==> src/shared/dss_regs.svh <==
// Constants of the statistics serial link shared by both ends
`ifndef DSS_REGS_SVH
`define DSS_REGS_SVH
`define DSS_WORD_BITS 16
`define DSS_TX_SLOTS 52
`define DSS_RX_SLOTS 84
`define DSS_DIV_LAST 2'h3
`define DSS_PH_RISE 2'h0
`define DSS_PH_FALL 2'h2
`define DSS_PH_SAMPLE 2'h3
`define DSS_BIT_LAST 4'hf
`endif

==> src/shared/dss_pkg.sv <==
// Types shared by both ends of the statistics serial link
package dss_pkg;
   typedef enum logic [1:0] {dss_idle, dss_sync, dss_data} dss_tx_state_type;
   typedef logic [15:0] dss_word_type;
endpackage

==> src/shared/dss_if.sv <==
// Wires of the serial link between codec and processor
`timescale 1ns/100ps
`default_nettype none
interface dss_if;
   logic serial_bit_clock;
   logic serial_tx_data;
   logic transmit_frame_sync;
   logic serial_rx_data;
   logic receive_frame_sync;
   logic processor_interrupt_out;
   modport device (
      output serial_bit_clock, serial_tx_data, transmit_frame_sync,
      output processor_interrupt_out,
      input serial_rx_data, receive_frame_sync
   );
   modport processor (
      input serial_bit_clock, serial_tx_data, transmit_frame_sync,
      input processor_interrupt_out,
      output serial_rx_data, receive_frame_sync
   );
endinterface
`default_nettype wire

==> src/dss_device.sv <==
// Codec end: makes the bit clock, sends statistics, receives bin widths
`timescale 1ns/100ps
`default_nettype none
`include "dss_regs.svh"
module dss_device (
   input wire logic clk, // Video pixel clock
   input wire logic nrst, // Synchronous reset, active low
   input wire logic processor_present, // Setup bit: external processor fitted
   input wire logic stats_start, // Pulse: send a statistics frame
   input wire dss_pkg::dss_word_type stats_word, // Statistics word for current slot
   output logic stats_take, // Pulse: stats_word consumed
   output dss_pkg::dss_word_type quantizer_bin_width, // Last bin width received
   output logic bin_width_valid, // Pulse: new bin width
   dss_if.device link // Serial link
);
   // ------------------------------------------------------------
   // Bit clock divider
   // ------------------------------------------------------------
   logic [1:0] phase;
   logic bit_clock;
   logic pending;
   logic rx_sync_meta, rx_sync_sync, rx_data_meta, rx_data_sync;
   logic tx_busy, rx_busy, tx_sync, tx_data, take, in_valid;
   dss_pkg::dss_word_type in_word;
   logic irq;

   // Launch one cycle after the rise keeps data away from the partner's edge
   wire logic launch = (phase == `DSS_PH_RISE);
   // Two synchroniser flops lag the pins by two clocks, so reading one phase after the
   // fall takes the wire as it stood at the fall, well clear of the partner's launch
   wire logic sample = (phase == `DSS_PH_SAMPLE);

   always_ff @(posedge clk) begin
      if (!nrst) begin
         phase <= 2'h0;
         bit_clock <= 1'b0;
      end else begin
         phase <= phase + 2'h1; // Divide by four
         bit_clock <= (phase == `DSS_DIV_LAST) || (phase == `DSS_PH_RISE);
      end
   end

   // Partner inputs cross in through two flops
   always_ff @(posedge clk) begin
      if (!nrst) begin
         rx_sync_meta <= 1'b0;
         rx_sync_sync <= 1'b0;
         rx_data_meta <= 1'b0;
         rx_data_sync <= 1'b0;
      end else begin
         rx_sync_meta <= link.receive_frame_sync;
         rx_sync_sync <= rx_sync_meta;
         rx_data_meta <= link.serial_rx_data;
         rx_data_sync <= rx_data_meta;
      end
   end

   // ------------------------------------------------------------
   // Frame engine
   // ------------------------------------------------------------
   // Start request is held until the next launch phase picks it up
   // A request on a launch cycle wins over the clear, so no pulse is lost
   always_ff @(posedge clk) begin
      if (!nrst) begin
         pending <= 1'b0;
      end else if (stats_start && processor_present) begin
         pending <= 1'b1; // Nothing is sent without a processor
      end else if (launch) begin
         pending <= 1'b0;
      end
   end

   dss_shifter #(.SLOTS_OUT(`DSS_TX_SLOTS), .SLOTS_IN(`DSS_RX_SLOTS)) u_shift (
      .clk(clk),
      .nrst(nrst),
      .launch(launch),
      .sample(sample),
      .start(pending),
      .out_word(stats_word),
      .out_take(take),
      .out_busy(tx_busy),
      .sync_out(tx_sync),
      .data_out(tx_data),
      .sync_in(rx_sync_sync && processor_present),
      .data_in(rx_data_sync),
      .in_word(in_word),
      .in_valid(in_valid),
      .in_busy(rx_busy)
   );

   // ------------------------------------------------------------
   // Output registers
   // ------------------------------------------------------------
   always_ff @(posedge clk) begin
      if (!nrst) begin
         irq <= 1'b0;
         stats_take <= 1'b0;
         quantizer_bin_width <= 16'h0000;
         bin_width_valid <= 1'b0;
      end else begin
         irq <= tx_busy || pending || rx_busy; // Held through both frames
         stats_take <= take;
         bin_width_valid <= in_valid;
         if (in_valid) begin
            quantizer_bin_width <= in_word;
         end
      end
   end

   assign link.serial_bit_clock = bit_clock;
   assign link.transmit_frame_sync = tx_sync;
   assign link.serial_tx_data = tx_data;
   assign link.processor_interrupt_out = irq;
endmodule
`default_nettype wire

==> src/dss_shifter.sv <==
// One serial word engine: frame sync, shift out and shift in by slot count
`timescale 1ns/100ps
`default_nettype none
`include "dss_regs.svh"
module dss_shifter #(
   parameter int SLOTS_OUT = 52,
   parameter int SLOTS_IN = 84
) (
   input wire logic clk, // System clock
   input wire logic nrst, // Synchronous reset, active low
   input wire logic launch, // Launch strobe, just after a bit clock rise
   input wire logic sample, // Sample strobe, just after a bit clock fall
   input wire logic start, // Begin an outgoing frame
   input wire dss_pkg::dss_word_type out_word, // Word for the current outgoing slot
   output logic out_take, // Pulse: out_word consumed
   output logic out_busy, // Outgoing frame in progress
   output logic sync_out, // Outgoing frame sync
   output logic data_out, // Outgoing serial data
   input wire logic sync_in, // Incoming frame sync, already synchronised
   input wire logic data_in, // Incoming data, already synchronised
   output dss_pkg::dss_word_type in_word, // Last assembled incoming word
   output logic in_valid, // Pulse: in_word new
   output logic in_busy // Incoming frame in progress
);
   // ------------------------------------------------------------
   // Outgoing side
   // ------------------------------------------------------------
   dss_pkg::dss_tx_state_type state;
   dss_pkg::dss_word_type tx_shift;
   logic [3:0] tx_bit;
   logic [7:0] tx_slot;
   wire logic tx_word_end = (tx_bit == `DSS_BIT_LAST);
   wire logic tx_frame_end = tx_word_end && (tx_slot == 8'(SLOTS_OUT - 1));

   always_ff @(posedge clk) begin
      out_take <= 1'b0;
      if (!nrst) begin
         state <= dss_pkg::dss_idle;
         tx_shift <= 16'h0000;
         tx_bit <= 4'h0;
         tx_slot <= 8'h00;
         sync_out <= 1'b0;
         data_out <= 1'b0;
      end else if (launch) begin
         case (state)
            dss_pkg::dss_idle: begin
               sync_out <= 1'b0;
               data_out <= 1'b0;
               if (start) begin
                  sync_out <= 1'b1; // One period ahead of first bit
                  state <= dss_pkg::dss_sync;
               end
            end
            dss_pkg::dss_sync: begin
               sync_out <= 1'b0; // High one period exactly
               data_out <= out_word[15]; // MSB first
               tx_shift <= {out_word[14:0], 1'b0};
               out_take <= 1'b1;
               tx_bit <= 4'h0;
               tx_slot <= 8'h00;
               state <= dss_pkg::dss_data;
            end
            dss_pkg::dss_data: begin
               if (tx_frame_end) begin
                  data_out <= 1'b0;
                  state <= dss_pkg::dss_idle; // Frame of SLOTS_OUT words
               end else if (tx_word_end) begin
                  data_out <= out_word[15];
                  tx_shift <= {out_word[14:0], 1'b0};
                  out_take <= 1'b1;
                  tx_bit <= 4'h0;
                  tx_slot <= tx_slot + 8'h01;
               end else begin
                  data_out <= tx_shift[15];
                  tx_shift <= {tx_shift[14:0], 1'b0};
                  tx_bit <= tx_bit + 4'h1;
               end
            end
            default: state <= dss_pkg::dss_idle;
         endcase
      end
   end

   assign out_busy = (state != dss_pkg::dss_idle);

   // ------------------------------------------------------------
   // Incoming side
   // ------------------------------------------------------------
   logic sync_prev;
   logic armed;
   dss_pkg::dss_word_type rx_shift;
   logic [3:0] rx_bit;
   logic [7:0] rx_slot;
   wire logic sync_rise = sync_in && !sync_prev;

   always_ff @(posedge clk) begin
      in_valid <= 1'b0;
      if (!nrst) begin
         sync_prev <= 1'b0;
         armed <= 1'b0;
         in_busy <= 1'b0;
         rx_shift <= 16'h0000;
         rx_bit <= 4'h0;
         rx_slot <= 8'h00;
         in_word <= 16'h0000;
      end else if (sample) begin
         sync_prev <= sync_in;
         if (in_busy) begin
            rx_shift <= {rx_shift[14:0], data_in}; // MSB arrives first
            rx_bit <= rx_bit + 4'h1;
            if (rx_bit == `DSS_BIT_LAST) begin
               in_word <= {rx_shift[14:0], data_in};
               in_valid <= 1'b1;
               rx_slot <= rx_slot + 8'h01;
               if (rx_slot == 8'(SLOTS_IN - 1)) begin
                  in_busy <= 1'b0; // Frame of SLOTS_IN words
               end
            end
         end else if (armed) begin
            armed <= 1'b0;
            in_busy <= 1'b1;
            rx_shift <= {15'h0000, data_in};
            rx_bit <= 4'h1;
            rx_slot <= 8'h00;
         end else if (sync_rise) begin
            armed <= 1'b1; // Frame begins one period after the rise
         end
      end
   end
endmodule
`default_nettype wire
==> src/flat_wrapper.sv <==
// flat-port wrapper written by rule: the top's interface ports become plain ports
module dss_device_flat 
  (clk, nrst, processor_present, stats_start, stats_word, stats_take, quantizer_bin_width, bin_width_valid, link_serial_bit_clock, link_serial_tx_data, link_transmit_frame_sync, link_processor_interrupt_out, link_serial_rx_data, link_receive_frame_sync);
  dss_if link_i ();
  input wire logic clk;
  input wire logic nrst;
  input wire logic processor_present;
  input wire logic stats_start;
  input wire dss_pkg::dss_word_type stats_word;
  output logic stats_take;
  output dss_pkg::dss_word_type quantizer_bin_width;
  output logic bin_width_valid;
  output wire logic [$bits(link_i.serial_bit_clock)-1:0] link_serial_bit_clock;
  output wire logic [$bits(link_i.serial_tx_data)-1:0] link_serial_tx_data;
  output wire logic [$bits(link_i.transmit_frame_sync)-1:0] link_transmit_frame_sync;
  output wire logic [$bits(link_i.processor_interrupt_out)-1:0] link_processor_interrupt_out;
  input wire logic [$bits(link_i.serial_rx_data)-1:0] link_serial_rx_data;
  input wire logic [$bits(link_i.receive_frame_sync)-1:0] link_receive_frame_sync;
  assign link_serial_bit_clock = link_i.serial_bit_clock;
  assign link_serial_tx_data = link_i.serial_tx_data;
  assign link_transmit_frame_sync = link_i.transmit_frame_sync;
  assign link_processor_interrupt_out = link_i.processor_interrupt_out;
  assign link_i.serial_rx_data = link_serial_rx_data;
  assign link_i.receive_frame_sync = link_receive_frame_sync;
  dss_device u_core (.clk(clk), .nrst(nrst), .processor_present(processor_present), .stats_start(stats_start), .stats_word(stats_word), .stats_take(stats_take), .quantizer_bin_width(quantizer_bin_width), .bin_width_valid(bin_width_valid), .link(link_i));
endmodule
==> config.mk <==
export PLATFORM = sky130hd
export DESIGN_NAME = dss_device_flat
export DESIGN_NICKNAME = d
export VERILOG_FILES = /design/src/shared/dss_pkg.sv /design/src/shared/dss_if.sv /design/src/dss_device.sv /design/src/dss_shifter.sv /design/src/flat_wrapper.sv
export VERILOG_INCLUDE_DIRS = /design/src /design/src/shared
export SDC_FILE = /design/constraint.sdc
export NUM_CORES = 1
export LEC_CHECK = 0
export BUFFER_PORTS_ARGS = -buffer_cell sky130_fd_sc_hd__buf_4
export CORE_MARGIN = 3
export CORE_UTILIZATION = 29
export DETAILED_ROUTE_END_ITERATION = 6
export PLACE_DENSITY = 0.51
export RECOVER_POWER = 25
export SYNTH_ARGS = -nofsm -noshare
export SYNTH_HDL_FRONTEND = slang
export SYNTH_SLANG_ARGS = --single-unit
==> constraint.sdc <==
create_clock -name clk -period 3.9 [get_ports clk]
set_input_delay 0.78 -clock clk [delete_from_list [all_inputs] [get_ports clk]]
set_output_delay 0.78 -clock clk [all_outputs]
set_load 0.005 [all_outputs]
==> results_dict.tcl, run 1 <==
set metrics [dict create \
    run_status "finished clean" \
    async_flop_share_pct 0 \
    setup.worst_path.end_class "register" \
    synthFlopType "dfxtp_1" \
    grt_pass1_wl_mm 16.25 \
    arrival_ns 3.21 \
    n_antenna_cell 0 \
    fmax_mhz 337.3 \
    critPathLaunchType "input pin" \
    post-route-period-util_pct 76.02 \
    routabilityCongestion 0.7453 \
    path_clk_slew_ns 0.07 \
    vias_per_cell 4.976 \
    critical_path_class "input pin to register" \
    setup_tns_ns 0 \
    final_common_cell "dfxtp_1" \
    synth_top_area_share_pct 47.67 \
    dpl_cell_area_mm2 0.004910 \
    drc 0 \
    synth_edf_count 0 \
    io_buffers 43 \
    synth.top_cells.by_area "dfxtp_1 (48%), nand2_1 (5.9%), mux2i_1 (4.5%)" \
    vdd_ir_drop_max_mv 0.2162 \
    rows 44 \
    ys_ff_latch 106 \
    required_ns 4.15 \
    cts_buffers 9 \
    clk_latency_ns 0.35 \
    cts_hold_buf 0 \
    routed-via-count 3508 \
    maxSlewHeadroom_pct 4.578 \
    syn_nets 521 \
    grtUsageTotal_pct 11.82 \
    rsz0062_at_grt "no" \
    antenna_found_initial 0 \
    layout.cells.most_common_list "dfxtp_1 (106), nand2_1 (70), nor2_1 (50)" \
    crit_path_max_incr_delay_ns 1.01 \
    dpl.cell_count 689 \
    htreeDepth 3 \
    fin_crit_ns 2.965 \
    grt_pass1_vias 3529 \
    cap_viol_max_count 0 \
    power_density_mw_per_mm2 423.6 \
    cts_resized 0 \
    chipWidth_um 129.9 \
    syn-cell-area_mm2 0.004452 \
    clk_path_buf_depth 2 \
    finalHoldViolations 0 \
    syn-mean-instance-area_um2 9.141 \
    start_util_pct 30.17 \
    overflow 0 \
    fin_area_mm2 0.005199 \
    finalSetupViolCount 0 \
    synthCells 487 \
    dieHeight_um 129.9 \
    area_growth_pct 16.78 \
    cpMaxStageDelayCell "clkbuf_1" \
    cts_tree "yes" \
    worstMarginPinSlew_ns 1.431 \
    first_pass_iters 4 \
    whs_ns 0.4386 \
    cts.sinks 106 \
    synth_seq_area_share_pct 47.67 \
    path_max_fanout 37 \
    cts-root-buf "clkbuf_16" \
    fp.dieArea_mm2 0.01687 \
    hp-class "register to register" \
    io_pins 44 \
    p_leak_nw 1.854 \
    dp_hpwl_mm 6.211 \
    grt_max_degree 38 \
    cts_setup_buffers 0 \
    finalMaxSlewViolations 0 \
    yosysWarningCount 0 \
    ant_nets 0 \
    final_nets 550 \
    skew_ns 0.006298 \
    drt-total-wl_mm 9.400 \
    routedWlPerCell_um 13.33 \
    netlist-cell-type-count 51 \
    synth_area_leader_cell "dfxtp_1" \
    coreArea_mm2 0.01475 \
    fin_cells 705 \
    dr.first_iter.drc_count 169 \
    path_cells "clkbuf_1 -> inv_2 -> buf_4 -> o41ai_1" \
    layout-drive-gt1-share_pct 17.08 \
]
[worst max-delay path, delay by kind of cell]
family / cells / cell delay, ns
buffers and inverters: 3 / 2.08
AOI/OAI and AO/OA: 1 / 0.33
[synth_stat cells (2+ instances only)]
library cell    n
mux2i_1        20
a21oi_2         8
buf_2           4
a311oi_1        5
nand4_1         7
nor3_1          4
nand4b_1        4
o221ai_1        3
xor2_1          6
nor2b_1         2
inv_1           5
o21ai_0         9
nand2_1        70
and2_1          9
nor3b_1         2
nand2b_1        5
a41o_1          2
or3_1           2
buf_6           2
and3_1          4
ha_1           12
o211ai_1        2
buf_1           6
a31oi_1         4
o21ai_1         3
nand3_1        25
a311oi_2       10
or4_1           2
a22oi_1        16
clkbuf_1       18
dfxtp_1       106
nand3b_1        4
and4_1          6
a21oi_1        34
nor2_1         50
[flip-flops by register name (all words and copies together) (netlist names), 2 cells and up]
register	cells
u_core.phase	2
u_core.quantizer_bin_width	16
u_core.u_shift.in_word	16
u_core.u_shift.rx_bit	4
u_core.u_shift.rx_shift	15
u_core.u_shift.rx_slot	8
u_core.u_shift.state	2
u_core.u_shift.tx_bit	4
u_core.u_shift.tx_shift	15
u_core.u_shift.tx_slot	8
[through the flow]
stage               power, mW  util [%]  setup slack [ns]
finish                  2.202     35.24            0.9351
global route            2.306     35.24            0.6084
CTS                     2.243     35.26             1.342
detailed placement      1.334     33.28             1.380
global placement        1.331     33.28             1.450
floorplan               1.277         -             2.175
[layout make-up]
| type | instances | area (um^2) |
|---|---|---|
| timing repair buffer | 49 | 364.1 |
| clock buffer | 10 | 239.0 |
| multi-input combinational | 343 | 2163 |
| fill | 1533 | 9555 |
| clock inverter | 6 | 53.80 |
| inverter | 7 | 26.28 |
| sequential | 106 | 2122 |
| tap | 184 | 230.2 |
[power by group]
part | internal (mW) | leakage (nW) | switching, mW | total [mW]
clock network | 0.466 | 0.148 | 0.431 | 0.897
registers | 1.11 | 0.857 | 0.0160 | 1.12
logic | 0.0702 | 0.849 | 0.112 | 0.182
total | 1.64 | 1.85 | 0.559 | 2.20
[worst paths after layout]
path,startpoint,slack [ns],cells after the start,endpoint
setup / recovery,nrst,0.94,4,u_core.u_shift.tx_slot[6]
hold reg to reg,u_core.rx_data_meta,0.44,1,u_core.rx_data_sync
setup reg to reg,u_core.phase[0],1.43,5,u_core.u_shift.in_word[9]
hold / removal,u_core.rx_data_meta,0.44,1,u_core.rx_data_sync
[kinds of logic after synthesis]
family                   Yosys count  share of synthesized area (%)
multiplexers                      20                          4.497
flip-flops                       106                          47.67
XOR/XNOR                           6                          1.180
AO/OA/AOI/OAI                    105                          17.68
adder cells (fa/ha/maj)           12                          3.373
AND/OR/NAND/NOR                  200                          21.87
buffers and inverters             38                          3.738
[metal layers]
layer | track usage (%) | vias to the layer above | part of all wire (%)
met5 | 0 | - | 0
met4 | 3.301 | 0 | 1.1
met3 | 3.848 | 14 | 3.6
met2 | 19.78 | 54 | 47
met1 | 14.63 | 1644 | 48
li1 | - | 1796 | -
No activity file was read; power rests on OpenSTA's default activity.
==> run 2, diff against run 1 <==
Settings changed: PLACE_DENSITY 0.51 to 0.53.
Clock period 3.9 ns to 2.45 ns, I/O delays scaled along.
==> run 2 against run 1 <==
Net effect: clock power increased by 63%; core utilization rose by 0.57 points; total power increased by 61%; critical endpoint unchanged; worst hold slack lost 0.083 ns; via count up 1.7%; highest routed layer unchanged; routed wire length is 2.7% higher.
==> results_dict.tcl, run 2 (same netlist as run 1, synthesis figures left out) <==
set metrics [dict create \
    switchingPower_mw 0.9369 \
    antenna_found_initial 0 \
    maxSlewHeadroom_pct 24.74 \
    cts-root-buf "clkbuf_16" \
    overflow 0 \
    io_buffers 43 \
    area_growth_pct 18.66 \
    clk_latency_ns 0.35 \
    cts_setup_buffers 0 \
    run_status "finished clean" \
    cap_viol_max_count 0 \
    worstMarginPinSlew_ns 1.121 \
    vias_per_cell 5.001 \
    reg_top3 "u_core.quantizer_bin_width: 16 flops, u_core.u_shift.in_word: 16 flops" \
    cts_resized 0 \
    crit_path_max_incr_delay_ns 0.56 \
    p_sw_share_pct 26.41 \
    combPwrFrac_pct 8.4 \
    dieHeight_um 129.9 \
    chipWidth_um 129.9 \
    critical_path_class "register to register" \
    first_pass_iters 4 \
    drc 0 \
    fin_crit_ns 2.083 \
    cts.sinks 106 \
    ant_nets 0 \
    critPathLaunchType "register" \
    required_ns 2.70 \
    hold_end "u_core.rx_sync_meta" \
    post-route-period-util_pct 85.02 \
    path_clk_slew_ns 0.08 \
    whs_ns 0.3561 \
    grtUsageTotal_pct 11.53 \
    cpMaxStageDelayCell "or4_1" \
    vdd_ir_drop_max_mv 0.3073 \
    setup.worst_path.end_class "register" \
    power_density_mw_per_mm2 671.6 \
    clk_path_buf_depth 2 \
    startpoint "u_core.u_shift.state[0]" \
    htreeDepth 3 \
    r2r_end "u_core.u_shift.tx_slot[6]" \
    finalMaxSlewViolations 0 \
    dp_hpwl_mm 6.344 \
    fmax_mhz 480.1 \
    fp.dieArea_mm2 0.01687 \
    rows 44 \
    routabilityCongestion 0.7389 \
    coreArea_mm2 0.01475 \
    grt_max_degree 34 \
    pwr-share-seq_pct 50.4 \
    hold_path_depth 2 \
    internal_power_mw 2.611 \
    p_leak_nw 1.891 \
    routedWlPerCell_um 13.54 \
    drt-total-wl_mm 9.657 \
    rr_startpoint "u_core.u_shift.state[0]" \
    rsz0062_at_grt "no" \
    finalHoldViolations 0 \
    multi_input_area_mm2 0.002163 \
    cts_tree "yes" \
    io_pins 44 \
    n_antenna_cell 0 \
    finalSetupViolCount 0 \
    start_util_pct 30.17 \
    cts_buffers 9 \
    dr.first_iter.drc_count 340 \
    r2r_cells 5 \
    path_cells "inv_1 -> ha_1 -> nand4_1 -> or4_1 -> o41ai_1" \
    layout-drive-gt1-share_pct 17.96 \
    routed-via-count 3566 \
    ff_latch_area_mm2 0.002122 \
    layout.cells.most_common_list "dfxtp_1 (106), nand2_1 (70), nor2_1 (50)" \
    clkPwrFrac_pct 41.2 \
    finalPower_mw 3.548 \
    setup_tns_ns 0 \
    r2r_slack_ns 0.37 \
    grt_pass1_wl_mm 15.97 \
    hp-class "input pin to register" \
    arrival_ns 2.33 \
    skew_ns 0.006776 \
    grt_pass1_vias 3356 \
    final_nets 558 \
    cts_hold_buf 0 \
    n_fill_cell 1516 \
    path_max_fanout 13 \
    hold_start "link_receive_frame_sync" \
    final_common_cell "dfxtp_1" \
]
-- run 2: cell types whose count changed in the layout (fill, tap and decap cells not counted), moves of 2 or more --
cell      delta
clkinv_8     +3
and2_0       -2
and2_1       +2
clkbuf_4     +8
buf_4        -3
-- run 2: how the worst max path moves through the flow --
stage	endpoint	slack, ns	cells past startpoint
CTS	u_core.u_shift.tx_slot[6]	0.37	5
global route	u_core.u_shift.tx_slot[5]	0.17	6
global placement	u_core.u_shift.tx_slot[6]	0.50	5
finish	u_core.u_shift.tx_slot[6]	0.37	5
floorplan	u_core.u_shift.tx_slot[3]	0.73	6
detailed placement	u_core.u_shift.tx_slot[6]	0.40	5
-- run 2: power by group through the flow --
stage,Combinational (mW),Clock [mW],Sequential [mW]
2_1_floorplan,0.211,0,1.82
4_1_cts,0.306,1.50,1.79
5_1_grt,0.330,1.58,1.79
3_5_place_dp,0.305,0,1.83
6_report,0.299,1.46,1.79
3_3_place_gp,0.297,0,1.83
-- run 2: metal layers --
| layer | vias to the layer above | global-route usage [%] | part of all wire, % |
|---|---|---|---|
| li1 | 1808 | - | - |
| met1 | 1681 | 15.13 | 47 |
| met2 | 69 | 19.26 | 48 |
| met3 | 8 | 2.579 | 3.8 |
| met4 | 0 | 2.995 | 0.96 |
| met5 | - | 0 | 0 |
-- run 2: layout make-up --
class,instances,share of cell area [%]
multi-input cells,343,40.95
flip-flops and latches,106,40.17
repair buffers,57,8.148
well taps,184,4.358
clock buffers,9,4.263
clock inverters,7,1.611
inverters,7,0.4974
-- run 2: per-stage QoR --
| stage | util, % | area (um^2) | worst slack, ns | cells |
|---|---|---|---|---|
| after global routing | 35.80 | 5283 | 0.1674 | 713 |
| after floorplan | - | 4452 | 0.7255 | 487 |
| after global placement | 33.85 | 4995 | 0.5049 | 697 |
| after detailed placement | 33.85 | 4995 | 0.3957 | 697 |
| final | 35.80 | 5283 | 0.3670 | 713 |
| after CTS | 35.96 | 5305 | 0.3669 | 713 |
-- run 2: worst max-delay path, delay by kind of cell, from the launching register on --
family | cells | cell delay, ns
buffers and inverters | 1 | 0.12
DFF | 1 | 0.36
AOI/OAI and AO/OA | 1 | 0.23
and+or+nand+nor | 2 | 0.83
adders and majority gates | 1 | 0.45
